<file path="config.mk">
export PLATFORM = sky130hd
export DESIGN_NAME = sfp_core
export DESIGN_NICKNAME = d
export VERILOG_FILES = /design/src/verilog/sfp_core.v /design/src/verilog/sfp_fifo.v
export VERILOG_INCLUDE_DIRS = /design/src /design/src/verilog
export SDC_FILE = /design/constraint.sdc
export NUM_CORES = 2
export LEC_CHECK = 0
export BUFFER_PORTS_ARGS = -buffer_cell sky130_fd_sc_hd__buf_2
export CORE_MARGIN = 3
export CORE_UTILIZATION = 65
export CTS_BUF_LIST = sky130_fd_sc_hd__clkbuf_2 sky130_fd_sc_hd__clkbuf_4 sky130_fd_sc_hd__clkbuf_8
export CTS_CLUSTER_SIZE = 12
export DETAILED_ROUTE_END_ITERATION = 16
export HOLD_SLACK_MARGIN = 0.15
export PLACE_DENSITY = 0.82
export SLEW_MARGIN = 30
export SYNTH_ARGS = -nofsm -noshare
export SYNTH_HDL_FRONTEND = slang
export SYNTH_SLANG_ARGS = --single-unit
</file>
<file path="constraint.sdc">
create_clock -name ref_clk -period 5.24 [get_ports ref_clk]
set_input_delay 0.262 -clock ref_clk [delete_from_list [all_inputs] [get_ports ref_clk]]
set_output_delay 0.262 -clock ref_clk [all_outputs]
set_load 0.005 [all_outputs]
</file>
<file path="src/verilog/sfp_regs.vh">
// constants for the serial peripheral fifo port
// assumes inclusion by bare name from verilog/ files
`ifndef SFP_REGS_VH
`define SFP_REGS_VH
// word size field encodings
`define SFP_WORD_8        2'b00
`define SFP_WORD_16       2'b01
`define SFP_WORD_32       2'b10
`define SFP_WORD_9        2'b11
// fifo mode field encodings
`define SFP_FIFO_BIDIR    2'b00
`define SFP_FIFO_RDONLY   2'b01
`define SFP_FIFO_WRONLY   2'b10
`define SFP_FIFO_NONE     2'b11
// clock divider field encodings (line clock divide by 2, 4, 8, 16)
`define SFP_DIV_8         2'b11
// reset values and fifo size
`define SFP_DATA_RST      32'h0000_0000
`define SFP_FIFO_DEPTH    16
`define SFP_FIFO_AW       4
`endif

</file>
<file path="src/verilog/sfp_core.v">
// serial peripheral fifo port: master/slave shifter with tx/rx fifos
// assumes cpu strobes on ref_clk; serial pins asynchronous to ref_clk
//
// Overview of operation
// - words of 8, 16, 32 or 9 bits in both roles
// - master line clock is controller clock divided by 2, 4, 8 or 16
// - polarity and phase bits select the four clock modes
// - master transfer starts on low data write; high written first
// - low write sets holding flag; cleared when loaded into shifter
// - shift in while shifting out; at end set irq, pending, copy data
// - mask suppresses irq; clear strobe clears; unread rx keeps irq
// - slave when select bit set; shifts on external clock edges
// - enabled active-low select gates clock; mid-word release resets shifter
// - master idle drives idle level; slave modes 0 and 2 too
// - slave modes 1 and 3 drive idle level during done, then hold that value; reset pulse or force give idle
// - write-only mode uses tx fifo; rx word overwrites data register
// - write-only irq means tx room; holding means full; busy falls
// - read-only mode starts at switch-on, sending tx register contents
// - read-only master runs until rx fifo full or off
// - mode 00 uses both fifos; holding shows tx full, irq rx data
// - 9-bit word sends leading configured bit; received ninth bit dropped
`timescale 1ns/100ps
`default_nettype none
`include "sfp_regs.vh"
module sfp_core #(
    parameter DEPTH = `SFP_FIFO_DEPTH,
    parameter AW    = `SFP_FIFO_AW
) (
    input  wire        ref_clk,
    input  wire        rst,
    input  wire        controller_on,
    input  wire        slave_select_cfg,
    input  wire        clock_polarity,
    input  wire        clock_phase,
    input  wire [1:0]  word_size,
    input  wire [1:0]  clock_div,
    input  wire [1:0]  fifo_mode,
    input  wire        idle_level,
    input  wire        force_idle,
    input  wire        soft_reset,
    input  wire        irq_mask,
    input  wire        ninth_bit_value,
    input  wire        slave_enable_ctrl,
    input  wire        irq_clear,
    input  wire        serial_data_high_wr,
    input  wire        serial_data_low_wr,
    input  wire [31:0] wr_data,
    input  wire        serial_data_low_rd,
    output reg  [31:0] serial_data_out,
    output reg         tx_holding_full,
    output reg         busy,
    output reg         irq_status,
    output reg         irq_pending_flag,
    output reg         irq,
    input  wire        clk_pin_in,
    output reg         clk_pin_out,
    output reg         clk_pin_oe,
    input  wire        data_in_pin,
    output reg         data_out_pin,
    input  wire        slave_enable_n
);
    // ******************************************************
    // pin synchronisers, two flops before any use
    // ******************************************************
    reg [1:0] sclk_sync;
    reg [1:0] din_sync;
    reg [1:0] sen_sync;
    reg       sclk_prev;
    always @(posedge ref_clk) begin
        if (rst) begin
            sclk_sync <= 2'b00;
            din_sync  <= 2'b00;
            sen_sync  <= 2'b11;
            sclk_prev <= 1'b0;
        end else begin
            sclk_sync <= {sclk_sync[0], clk_pin_in};
            din_sync  <= {din_sync[0], data_in_pin};
            sen_sync  <= {sen_sync[0], slave_enable_n};
            sclk_prev <= sclk_sync[1];
        end
    end
    // ******************************************************
    // word length helpers
    // ******************************************************
    function [5:0] bits_of;
        input [1:0] ws;
        begin
            case (ws)
                `SFP_WORD_8:  bits_of = 6'd8;
                `SFP_WORD_16: bits_of = 6'd16;
                `SFP_WORD_32: bits_of = 6'd32;
                default:      bits_of = 6'd9;
            endcase
        end
    endfunction
    wire       is_slave = slave_select_cfg;
    wire       use_tx   = (fifo_mode == `SFP_FIFO_BIDIR) || (fifo_mode == `SFP_FIFO_WRONLY);
    wire       use_rx   = (fifo_mode == `SFP_FIFO_BIDIR) || (fifo_mode == `SFP_FIFO_RDONLY);
    wire [5:0] nbits    = bits_of(word_size);
    // ******************************************************
    // fifos: tx words in, rx words out
    // ******************************************************
    reg  [31:0] hold_word;
    reg         hold_valid;
    reg  [31:0] rx_word;
    reg         rx_push;
    wire        tx_in_ready;
    wire [31:0] tx_head;
    wire        tx_head_valid;
    reg         tx_pop;
    wire [AW:0] tx_count;
    wire        rx_in_ready;
    wire [31:0] rx_head;
    wire        rx_head_valid;
    wire [AW:0] rx_count;
    wire        flush = !controller_on || soft_reset;
    sfp_fifo #(.WIDTH(32), .DEPTH(DEPTH), .AW(AW)) u_tx (
        .ref_clk   (ref_clk),
        .rst       (rst),
        .flush     (flush),
        .in_data   ({hold_word[31:16], wr_data[15:0]}),
        .in_valid  (serial_data_low_wr && use_tx),
        .in_ready  (tx_in_ready),
        .out_data  (tx_head),
        .out_valid (tx_head_valid),
        .out_ready (tx_pop),
        .count     (tx_count)
    );
    sfp_fifo #(.WIDTH(32), .DEPTH(DEPTH), .AW(AW)) u_rx (
        .ref_clk   (ref_clk),
        .rst       (rst),
        .flush     (flush),
        .in_data   (rx_word),
        .in_valid  (rx_push && use_rx),
        .in_ready  (rx_in_ready),
        .out_data  (rx_head),
        .out_valid (rx_head_valid),
        .out_ready (serial_data_low_rd && use_rx),
        .count     (rx_count)
    );
    // ******************************************************
    // data registers and holding word (no-fifo path)
    // ******************************************************
    always @(posedge ref_clk) begin
        if (rst) begin
            hold_word  <= `SFP_DATA_RST;
            hold_valid <= 1'b0;
        end else begin
            if (serial_data_high_wr)
                hold_word[31:16] <= wr_data[15:0];
            if (serial_data_low_wr)
                hold_word[15:0] <= wr_data[15:0];
            // load into shifter wins only when no new write arrives
            if (serial_data_low_wr && !use_tx)
                hold_valid <= 1'b1;
            else if (tx_pop && !use_tx)
                hold_valid <= 1'b0;
        end
    end
    // ******************************************************
    // shift engine: master divider or slave edges
    // ******************************************************
    localparam ST_IDLE = 2'd0;
    localparam ST_SHIFT = 2'd1;
    localparam ST_DONE = 2'd2;
    reg [1:0]  state;
    reg [31:0] shreg;
    reg [5:0]  bitcnt;
    reg [2:0]  divcnt;
    reg        lead_edge;
    reg        hold_last;
    reg [1:0]  m_samp;
    reg [31:0] rxreg;
    wire [2:0] div_max = (3'b001 << clock_div) - 3'b001;
    wire       s_rise = sclk_sync[1] & ~sclk_prev;
    wire       s_fall = ~sclk_sync[1] & sclk_prev;
    wire       s_edge = s_rise | s_fall;
    wire       sen_ok = !slave_enable_ctrl || !sen_sync[1];
    // sample edge is the first edge in modes 0/2, second in 1/3
    wire       s_sample = is_slave && sen_ok &&
                          ((s_rise ^ clock_polarity ^ clock_phase) & s_edge);
    wire       s_launch = is_slave && sen_ok && s_edge && !s_sample;
    // read-only master runs freely until rx fifo full
    wire       rdonly_go = (fifo_mode == `SFP_FIFO_RDONLY) && !is_slave && rx_in_ready
                           && (rx_count < DEPTH - 1);
    wire       m_start = !is_slave && ((use_tx ? tx_head_valid : hold_valid) || rdonly_go);
    wire [31:0] load_word = (fifo_mode == `SFP_FIFO_RDONLY) ? hold_word :
                            (use_tx ? tx_head : hold_word);
    // pack word msb-first into top of shifter; 9-bit puts configured bit first
    function [31:0] align_word;
        input [31:0] w;
        input [1:0]  ws;
        input        b9;
        begin
            case (ws)
                `SFP_WORD_8:  align_word = {w[7:0], 24'h000000};
                `SFP_WORD_16: align_word = {w[15:0], 16'h0000};
                `SFP_WORD_32: align_word = w;
                default:      align_word = {b9, w[7:0], 23'h000000};
            endcase
        end
    endfunction
    wire [31:0] start_word = align_word(load_word, word_size, ninth_bit_value);
    always @(posedge ref_clk) begin
        if (rst || soft_reset || !controller_on) begin
            state        <= ST_IDLE;
            shreg        <= `SFP_DATA_RST;
            bitcnt       <= 6'd0;
            divcnt       <= 3'd0;
            lead_edge    <= 1'b1;
            hold_last    <= 1'b0;
            m_samp       <= 2'b00;
            tx_pop       <= 1'b0;
            rx_push      <= 1'b0;
            rx_word      <= `SFP_DATA_RST;
            clk_pin_out  <= 1'b0;
            clk_pin_oe   <= 1'b0;
            busy         <= 1'b0;
        end else begin
            tx_pop     <= 1'b0;
            rx_push    <= 1'b0;
            // data pin lags two flops; receive shifts once it has arrived
            m_samp     <= {m_samp[0], 1'b0};
            if (m_samp[1])
                rxreg <= {rxreg[30:0], din_sync[1]};
            clk_pin_oe <= !is_slave;
            case (state)
                ST_IDLE: begin
                    clk_pin_out <= clock_polarity;
                    bitcnt      <= 6'd0;
                    divcnt      <= 3'd0;
                    lead_edge   <= 1'b1;
                    busy        <= use_tx ? tx_head_valid : 1'b0;
                    if (m_start || (is_slave && sen_ok)) begin
                        shreg     <= start_word;
                        tx_pop    <= m_start && !(fifo_mode == `SFP_FIFO_RDONLY);
                        state     <= ST_SHIFT;
                        busy      <= !is_slave;
                        hold_last <= 1'b0;
                    end
                end
                ST_SHIFT: begin
                    busy <= 1'b1;
                    if (is_slave && slave_enable_ctrl && sen_sync[1]) begin
                        state  <= ST_IDLE;
                        shreg  <= `SFP_DATA_RST;
                        bitcnt <= 6'd0;
                    end else if (is_slave) begin
                        if (s_sample) begin
                            shreg  <= {shreg[30:0], din_sync[1]};
                            bitcnt <= bitcnt + 6'd1;
                            m_samp[1] <= 1'b1;
                            if (bitcnt + 6'd1 == nbits)
                                state <= ST_DONE;
                        end
                    end else if (divcnt == div_max) begin
                        divcnt      <= 3'd0;
                        clk_pin_out <= ~clk_pin_out;
                        lead_edge   <= ~lead_edge;
                        // sample on leading edge in phase 0, trailing in phase 1
                        if (lead_edge ^ clock_phase) begin
                            shreg  <= {shreg[30:0], din_sync[1]};
                            bitcnt <= bitcnt + 6'd1;
                            m_samp[0] <= 1'b1;
                        end
                        // phase 1 counts its last bit on this same trailing edge
                        if (!lead_edge && bitcnt + {5'd0, clock_phase} == nbits)
                            state <= ST_DONE;
                    end else
                        divcnt <= divcnt + 3'd1;
                end
                ST_DONE: if (m_samp == 2'b00) begin
                    // ninth bit sits at bit 8 and is masked off; low 8 kept
                    rx_word   <= (word_size == `SFP_WORD_32) ? rxreg :
                                 ((word_size == `SFP_WORD_16) ? {16'h0000, rxreg[15:0]} :
                                  {24'h000000, rxreg[7:0]});
                    rx_push   <= 1'b1;
                    hold_last <= clock_phase;
                    state     <= ST_IDLE;
                end
                default: state <= ST_IDLE;
            endcase
        end
    end
    // ******************************************************
    // data output: idle level, held level, or shifter msb
    // ******************************************************
    always @(posedge ref_clk) begin
        if (rst)
            data_out_pin <= 1'b0;
        else if (force_idle || soft_reset || !controller_on)
            data_out_pin <= idle_level;
        else if (state == ST_SHIFT)
            data_out_pin <= shreg[31];
        else if (state == ST_IDLE && m_start)
            data_out_pin <= start_word[31];
        else if (!(hold_last && is_slave))
            data_out_pin <= idle_level;
    end
    // ******************************************************
    // status, readable data and interrupt
    // ******************************************************
    always @(posedge ref_clk) begin
        if (rst) begin
            serial_data_out  <= `SFP_DATA_RST;
            tx_holding_full  <= 1'b0;
            irq_status       <= 1'b0;
            irq_pending_flag <= 1'b0;
            irq              <= 1'b0;
        end else begin
            // without rx fifo each word overwrites the data register
            if (rx_push && !use_rx)
                serial_data_out <= rx_word;
            else if (use_rx)
                serial_data_out <= rx_head;
            tx_holding_full <= use_tx ? !tx_in_ready : hold_valid;
            // set wins over a clear in the same cycle
            if (rx_push) begin
                irq_status       <= 1'b1;
                irq_pending_flag <= 1'b1;
            end else if (irq_clear) begin
                irq_status       <= 1'b0;
                irq_pending_flag <= 1'b0;
            end
            if (fifo_mode == `SFP_FIFO_WRONLY)
                irq <= !irq_mask && tx_in_ready;
            else
                irq <= !irq_mask && ((irq_status && !(irq_clear && !rx_push))
                       || rx_head_valid);
        end
    end
endmodule // sfp_core
`default_nettype wire

</file>
<file path="src/verilog/sfp_fifo.v">
// small synchronous fifo with valid/ready on both sides
// assumes one clock and synchronous active-high reset
`timescale 1ns/100ps
`default_nettype none
module sfp_fifo #(
    parameter WIDTH = 32,
    parameter DEPTH = 16,
    parameter AW    = 4
) (
    input  wire             ref_clk,
    input  wire             rst,
    input  wire             flush,
    input  wire [WIDTH-1:0] in_data,
    input  wire             in_valid,
    output reg              in_ready,
    output reg  [WIDTH-1:0] out_data,
    output reg              out_valid,
    input  wire             out_ready,
    output reg  [AW:0]      count
);
    reg [WIDTH-1:0] mem [0:DEPTH-1];
    reg [AW-1:0]    wr_ptr;
    reg [AW-1:0]    rd_ptr;
    wire            push = in_valid & in_ready;
    wire            pop  = out_valid & out_ready;
    wire [AW:0]     next_count = count + {{AW{1'b0}}, push} - {{AW{1'b0}}, pop};
    // ******************************************************
    // storage and pointers; read data is registered
    // ******************************************************
    always @(posedge ref_clk) begin
        if (push)
            mem[wr_ptr] <= in_data;
    end
    always @(posedge ref_clk) begin
        if (rst || flush) begin
            wr_ptr    <= {AW{1'b0}};
            rd_ptr    <= {AW{1'b0}};
            count     <= {(AW+1){1'b0}};
            in_ready  <= 1'b1;
            out_valid <= 1'b0;
            out_data  <= {WIDTH{1'b0}};
        end else begin
            if (push)
                wr_ptr <= wr_ptr + 1'b1;
            // head word refilled whenever the output slot empties
            if ((!out_valid || pop) && (count != {{AW{1'b0}}, out_valid})) begin
                out_data  <= mem[rd_ptr];
                rd_ptr    <= rd_ptr + 1'b1;
                out_valid <= 1'b1;
            end else if (pop) begin
                out_valid <= 1'b0;
            end
            count    <= next_count;
            in_ready <= (next_count < DEPTH);
        end
    end
endmodule // sfp_fifo
`default_nettype wire

</file>
Yosys cells after proc, flatten, opt, wreduce, memory -nomap -nowiden
Memory sizes are Yosys's and may differ from the RTL's. A register that Yosys moved wholly into a read port is not among the register bits. Index checks and enable logic that the tools add are counted.

Register bits after elaboration: 222. Memory bits (writable): 1024. Input port bits: 57. Output and inout bits: 40. Word-level logic and storage cells: 247. Memories kept: 2.

Memory list: u_rx.mem (words 16, width 32, read ports 1, clocked after Yosys merged registers in 1, wr ports 1, RTL line sfp_fifo.v:21) `reg [WIDTH-1:0] mem [0:DEPTH-1];`; u_tx.mem (words 16, width 32, read ports 1, clocked after Yosys merged registers in 1, wr ports 1, RTL line sfp_fifo.v:21).

Add/sub/neg operators: 12. $lt $le $gt $ge: 3. Equal/unequal tests: 22. Shift operators: 1. Multiplexer cells: 75. Bitwise operators: 21. Reduce and logical (&&, ||, !) cells: 74.

Operator list (number): $mux W32 (11); $pmux W32 S3 (1); $pmux W32 S2 (1); $mux W1 (35); $mux W6 (5); $logic_and A1 B1 Y1 (24); $ne A4 B4 Y1 const B (6); $mux W2 (10); $pmux W6 S3 (1); $add A4 B1 Y4 const B (4); $mux W16 (1); $logic_not A1 Y1 (14); $logic_or A1 B1 Y1 (14); $reduce_bool A2 Y1 (7); $eq A6 B6 Y1 (2); $pmux W6 S2 (1); $add A5 B1 Y5 (2); $lt A5 B5 Y1 const B (2); $ne A2 B2 Y1 const B (5); $ne A5 B1 Y1 (2); $not A1 Y1 (10); $sub A5 B1 Y5 (2); $mux W3 (3); $logic_not A2 Y1 (4); other kinds (23) (41).

Logic depth before layout (Yosys ltp)
Depth in word-level cells: 10. Depth in mapped cells: 14. Mapped depth without buffers: 12.

By module
From an unflattened synthesis, not the netlist that was laid out.

Cell total of the unflattened synthesis: 2784. Area total of the unflattened synthesis: 51164.1 µm².

Modules (own cells, without submodules): sfp_fifo (times used 2, cells an instance 967, area each 21219.1 µm², seq. area each 16315.6 µm²); sfp_core (times used 1, cells an instance 850, area each 8725.9 µm², seq. area each 4164.0 µm²).

Worst setup path before layout
Ideal clock, no wire load.

Kind: input port to flip-flop. Start: input fifo_mode[0]. End: memory u_tx.mem[3][0], enable pin. Library setup time: 0.461 ns. Data arrival time: 3.529 ns. Data required time: 4.779 ns. Path slack: 1.250 ns. Stages on the path: 7. Buffers on the path: 3. Cells stage by stage: buf_2 -> buf_2 -> inv_1 -> and3_1 -> clkbuf_1 -> nand2_1 -> nor3_1.

Longest elaborated chain between the ends: 6. Elaborated cells between the ends (all ways): 7. Those cells by class: 1 x eq/ne; 2 x mux; 1 x bitwise; 3 x reduce/logical.

Ends and longest elaborated chain: from (decl) (RTL line sfp_core.v:37) `input wire [1:0] fifo_mode,`; $eq A2 B2 Y1 (no source line) / $logic_not A2 Y1 (equally long branches); $logic_or A1 B1 Y1 * (RTL line sfp_core.v:97) `` wire use_tx = (fifo_mode == `SFP_FIFO_BIDIR) || (fifo_mode == `SFP_FIFO_WRONLY); ``; $logic_and A1 B1 Y1 * (RTL line sfp_core.v:122) `.in_valid (serial_data_low_wr && use_tx),`; $and A1 B1 Y1 * (RTL line sfp_fifo.v:24) `wire push = in_valid & in_ready;`; $mux W1 * (RTL line sfp_fifo.v:31) `if (push)`; $mux W1 (not written as such) * (RTL line sfp_fifo.v:32) `mem[wr_ptr] <= in_data;`; to (decl) (RTL line sfp_fifo.v:21).

Mark *: on every way between the ends. The rest lies on a longest branch, timed or not.

Worst setup path after layout
Start: register state[1]. End: register data_out_pin.

Longest elaborated chain between the ends: 5. Elaborated cells between the ends (all ways): 7. Those cells by class: 2 x eq/ne; 3 x mux; 2 x reduce/logical.

Ends and longest elaborated chain: from (decl) (RTL line sfp_core.v:166) `reg [1:0] state;`; from (signal assigned) (RTL line sfp_core.v:206) `state <= ST_IDLE;`; from (signal assigned) (RTL line sfp_core.v:237) `state <= ST_SHIFT;`; from (signal assigned) (RTL line sfp_core.v:245) `state <= ST_IDLE;`; $logic_not A2 Y1 (RTL line sfp_core.v:295) `else if (state == ST_IDLE && m_start)`; $logic_and A1 B1 Y1 (RTL line sfp_core.v:295); $mux W1 (RTL line sfp_core.v:295); $mux W1 (RTL line sfp_core.v:293) `else if (state == ST_SHIFT)`; $mux W1 (RTL line sfp_core.v:291) `else if (force_idle || soft_reset || !controller_on)`; to (signal assigned) (RTL line sfp_core.v:292) `data_out_pin <= idle_level;`; to (signal assigned) (RTL line sfp_core.v:294) `data_out_pin <= shreg[31];`; to (signal assigned) (RTL line sfp_core.v:296) `data_out_pin <= start_word[31];`; to (decl) (RTL line sfp_core.v:59) `output reg data_out_pin,`.

Several ways; a longest one is shown, not always the timed one. A chain may end at the register's enable or synchronous reset.

==> impl_metrics.tcl <==
set metrics [dict create \
    status "finished clean" \
    r2r_start "state[1]" \
    grt_max_degree 81 \
    vias_per_cell 6.47 \
    min_from "data_in_pin" \
    grt_util_all_layers 0.284 \
    ys.warnings.count 0 \
    swShare 0.206 \
    gr-usage-met3 0.0522 \
    hold_end "din_sync[0]" \
    required_ps 6010 \
    final_nets 3042 \
    arrival_ps 4140 \
    drt-initial-drc-count 2838 \
    rows 101 \
    grt_use_met2 0.503 \
    post_cts_buffers 0 \
    crit_type "flop to flop" \
    synth-async-reset-ratio 0 \
    drcViolationCount 0 \
    io_pins 97 \
    detail-route-antenna-nets 0 \
    clockPowerShare 0.429 \
    antenna_found_initial 1 \
    finalHoldViolations 0 \
    tritoncts "yes" \
    p_per_area_nw_per_um2 358 \
    setup.worst_path.start_class "flop" \
    grt-busiest-layer "met2" \
    clk_pin_slew_worst_paths_ps 60 \
    max-vdd-ir-drop_mv 0.272 \
    p_int_w 0.0163 \
    dp_cells 3736 \
    port_buffers 80 \
    wire_per_inst_um 27.4 \
    synth-edff-count 1056 \
    dieWidth_um 285 \
    worstSkewPairLatency_ps 840 \
    endpoint_kind "flop" \
    ctsResizeCount 0 \
    finClkSkew_ps 35.0 \
    die_area_um2 81200 \
    rsz0062_at_grt "false" \
    drive_above_1_share 0.296 \
    synth_top_area_frac 0.627 \
    cts.sinks 1310 \
    pwr-share-seq 0.550 \
    finish.cell_count_without_fillers 4153 \
    setup_viol 0 \
    start_util 0.661 \
    fin_tns_setup_ps 0 \
    clockBufferDepth 3 \
    synthMostInstantiatedCell "edfxtp_1" \
    met1_usage 0.350 \
    die_h_um 285 \
    gr-total-overflow 0 \
    routed_wl_um 114000 \
    hold_class "primary input to flop" \
    r2r_cells 8 \
    maxSlewViolCount 0 \
    synth_nets 2826 \
    drt-pass1-iter-count 10 \
    place_hpwl_um 62200 \
    ys.flop_type "edfxtp_1" \
    max-slew-margin-rel 0.342 \
    synth_area_um2 50600 \
    yosys_register_bits 1310 \
    r2r_slack_ps 1880 \
    grt_pass1_vias 28100 \
    syn_inst 2732 \
    crit_start "state[1]" \
    yosysTopAreaCell "edfxtp_1" \
    tightest_slew_ps 987 \
    synth_common_cells "1056 x edfxtp_1, 320 x mux4_2, 254 x dfxtp_1" \
    vias 26900 \
    htree_levels 4 \
    fp.coreArea_um2 76500 \
    grt_pass1_wl_um 171000 \
    place.gp.congestion 0.791 \
    syn_avg_cell_area_um2 18.5 \
    power_leakage_nw 18.1 \
    min_period_ps 3360 \
    numCtsBuffers 195 \
    cts-root-buf "clkbuf_8" \
    min_path_cells 3 \
    yosysUniqueCellTypes 60 \
    fmax_ghz 0.297 \
    yosys-top-cells-area "edfxtp_1 63%, mux4_2 14%, dfxtp_1 10%, mux2i_1 1.4%, nand2_1 1.3%" \
    cap_violations 0 \
    pwr-share-comb 0.021 \
    seq_area_frac_synth 0.728 \
    period_share 0.642 \
    critPathMaxFanout 15 \
    r2r-end "data_out_pin" \
    p_sw_w 0.00422 \
    area_delta_synth_final_pct 13.0 \
]
==> state kept, by name (all words and copies together) (netlist names), 32 cells and up <==
name	cells
hold_word	32
rx_word	32
rxreg	32
serial_data_out	32
shreg	32
u_rx.mem	512
u_rx.out_data	32
u_tx.mem	512
u_tx.out_data	32
==> cells by family (layout without fill, tap and decap cells) <==
logic type,Yosys count,count (layout),share of synthesized area
buffers and inverters,198,586,0.0161
AO/OA/AOI/OAI,291,291,0.0408
multiplexers,419,419,0.163
AND/OR/NAND/NOR,442,442,0.0370
other,0,3,0
adder cells (fa/ha/maj),37,37,0.00945
flip-flops,1310,1310,0.728
XOR/XNOR,35,35,0.00633
==> what timing repair did <==
action,4_1_cts,5_1_grt
setup endpoints to repair,0,0
hold endpoints to repair,361,0
hold buffers,43,0
==> critical path, cell delays in order, from the launching register on <==
cell	delay (ps)
dfxtp_1	640
clkinv_1	380
nand2_1	510
o21ai_0	150
a21oi_1	160
mux2i_1	100
dlygate4sd3_1	570
a211oi_1	210
dlygate4sd3_1	590
==> placed cells by master (no fill, tap or decap), drive strengths merged, types with 9 or more instances in the layout <==
| cell type | n |
|---|---|
| mux2i | 73 |
| a21oi | 127 |
| edfxtp | 1056 |
| dfxtp | 254 |
| xnor2 | 16 |
| dlygate4sd3 | 43 |
| mux2 | 26 |
| buf | 142 |
| nand2 | 181 |
| nor3 | 17 |
| clkinv | 47 |
| o21ai | 14 |
| nand2b | 9 |
| clkbuf | 302 |
| inv | 39 |
| nor2 | 179 |
| ha | 35 |
| a22o | 26 |
| a22oi | 24 |
| xor2 | 18 |
| bufinv | 9 |
| a211oi | 67 |
| mux4 | 320 |
==> worst max path at each step <==
stage / to / slack (ps) / cells past startpoint
after global routing: data_out_pin / 1760 / 8
after detailed placement: u_tx.mem[11][9] / 2040 / 5
after CTS: data_out_pin / 1970 / 8
after global placement: u_tx.mem[11][9] / 2090 / 5
after floorplan: u_tx.mem[3][0] / 1250 / 7
final: data_out_pin / 1880 / 8
==> stage by stage <==
stage | utilization | worst slack, ps | power (W) | hold slack, ps | cell area (um^2)
floorplan | - | 1250 | 0.0117 | 352 | 50600
finish | 0.748 | 1880 | 0.0205 | 240 | 57200
global route | 0.748 | 1760 | 0.0211 | 209 | 57200
detailed placement | 0.686 | 2040 | 0.0119 | 402 | 52400
CTS | 0.747 | 1970 | 0.0206 | 181 | 57100
global placement | 0.685 | 2090 | 0.0118 | 400 | 52400
==> power by group through the flow <==
| stage | Clock, W | Combinational, W | Sequential, W |
|---|---|---|---|
| 6_report | 0.00879 | 0.000423 | 0.0113 |
| 2_1_floorplan | 0 | 0.000247 | 0.0115 |
| 5_1_grt | 0.00936 | 0.000454 | 0.0113 |
| 3_5_place_dp | 0 | 0.000390 | 0.0115 |
| 3_3_place_gp | 0 | 0.000370 | 0.0115 |
| 4_1_cts | 0.00891 | 0.000416 | 0.0113 |
==> metal layers <==
layer	wire length, um	vias to the layer above	share of wire
met3	8060	315	0.071
met1	40300	13900	0.35
met2	61400	1324	0.54
li1	-	11300	-
met4	3880	0	0.034
met5	0	-	0
==> final cells by class <==
cell class	instances	area, um^2
timing repair buffer	185	1410
multi-input combinational	1224	13300
clock inverter	67	606
tap	1030	1290
sequential	1310	36800
clock buffer	302	3640
fill	4072	19300
antenna	3	7.51
inverter	32	120
Note: power is estimated with default switching activity, not from simulation.
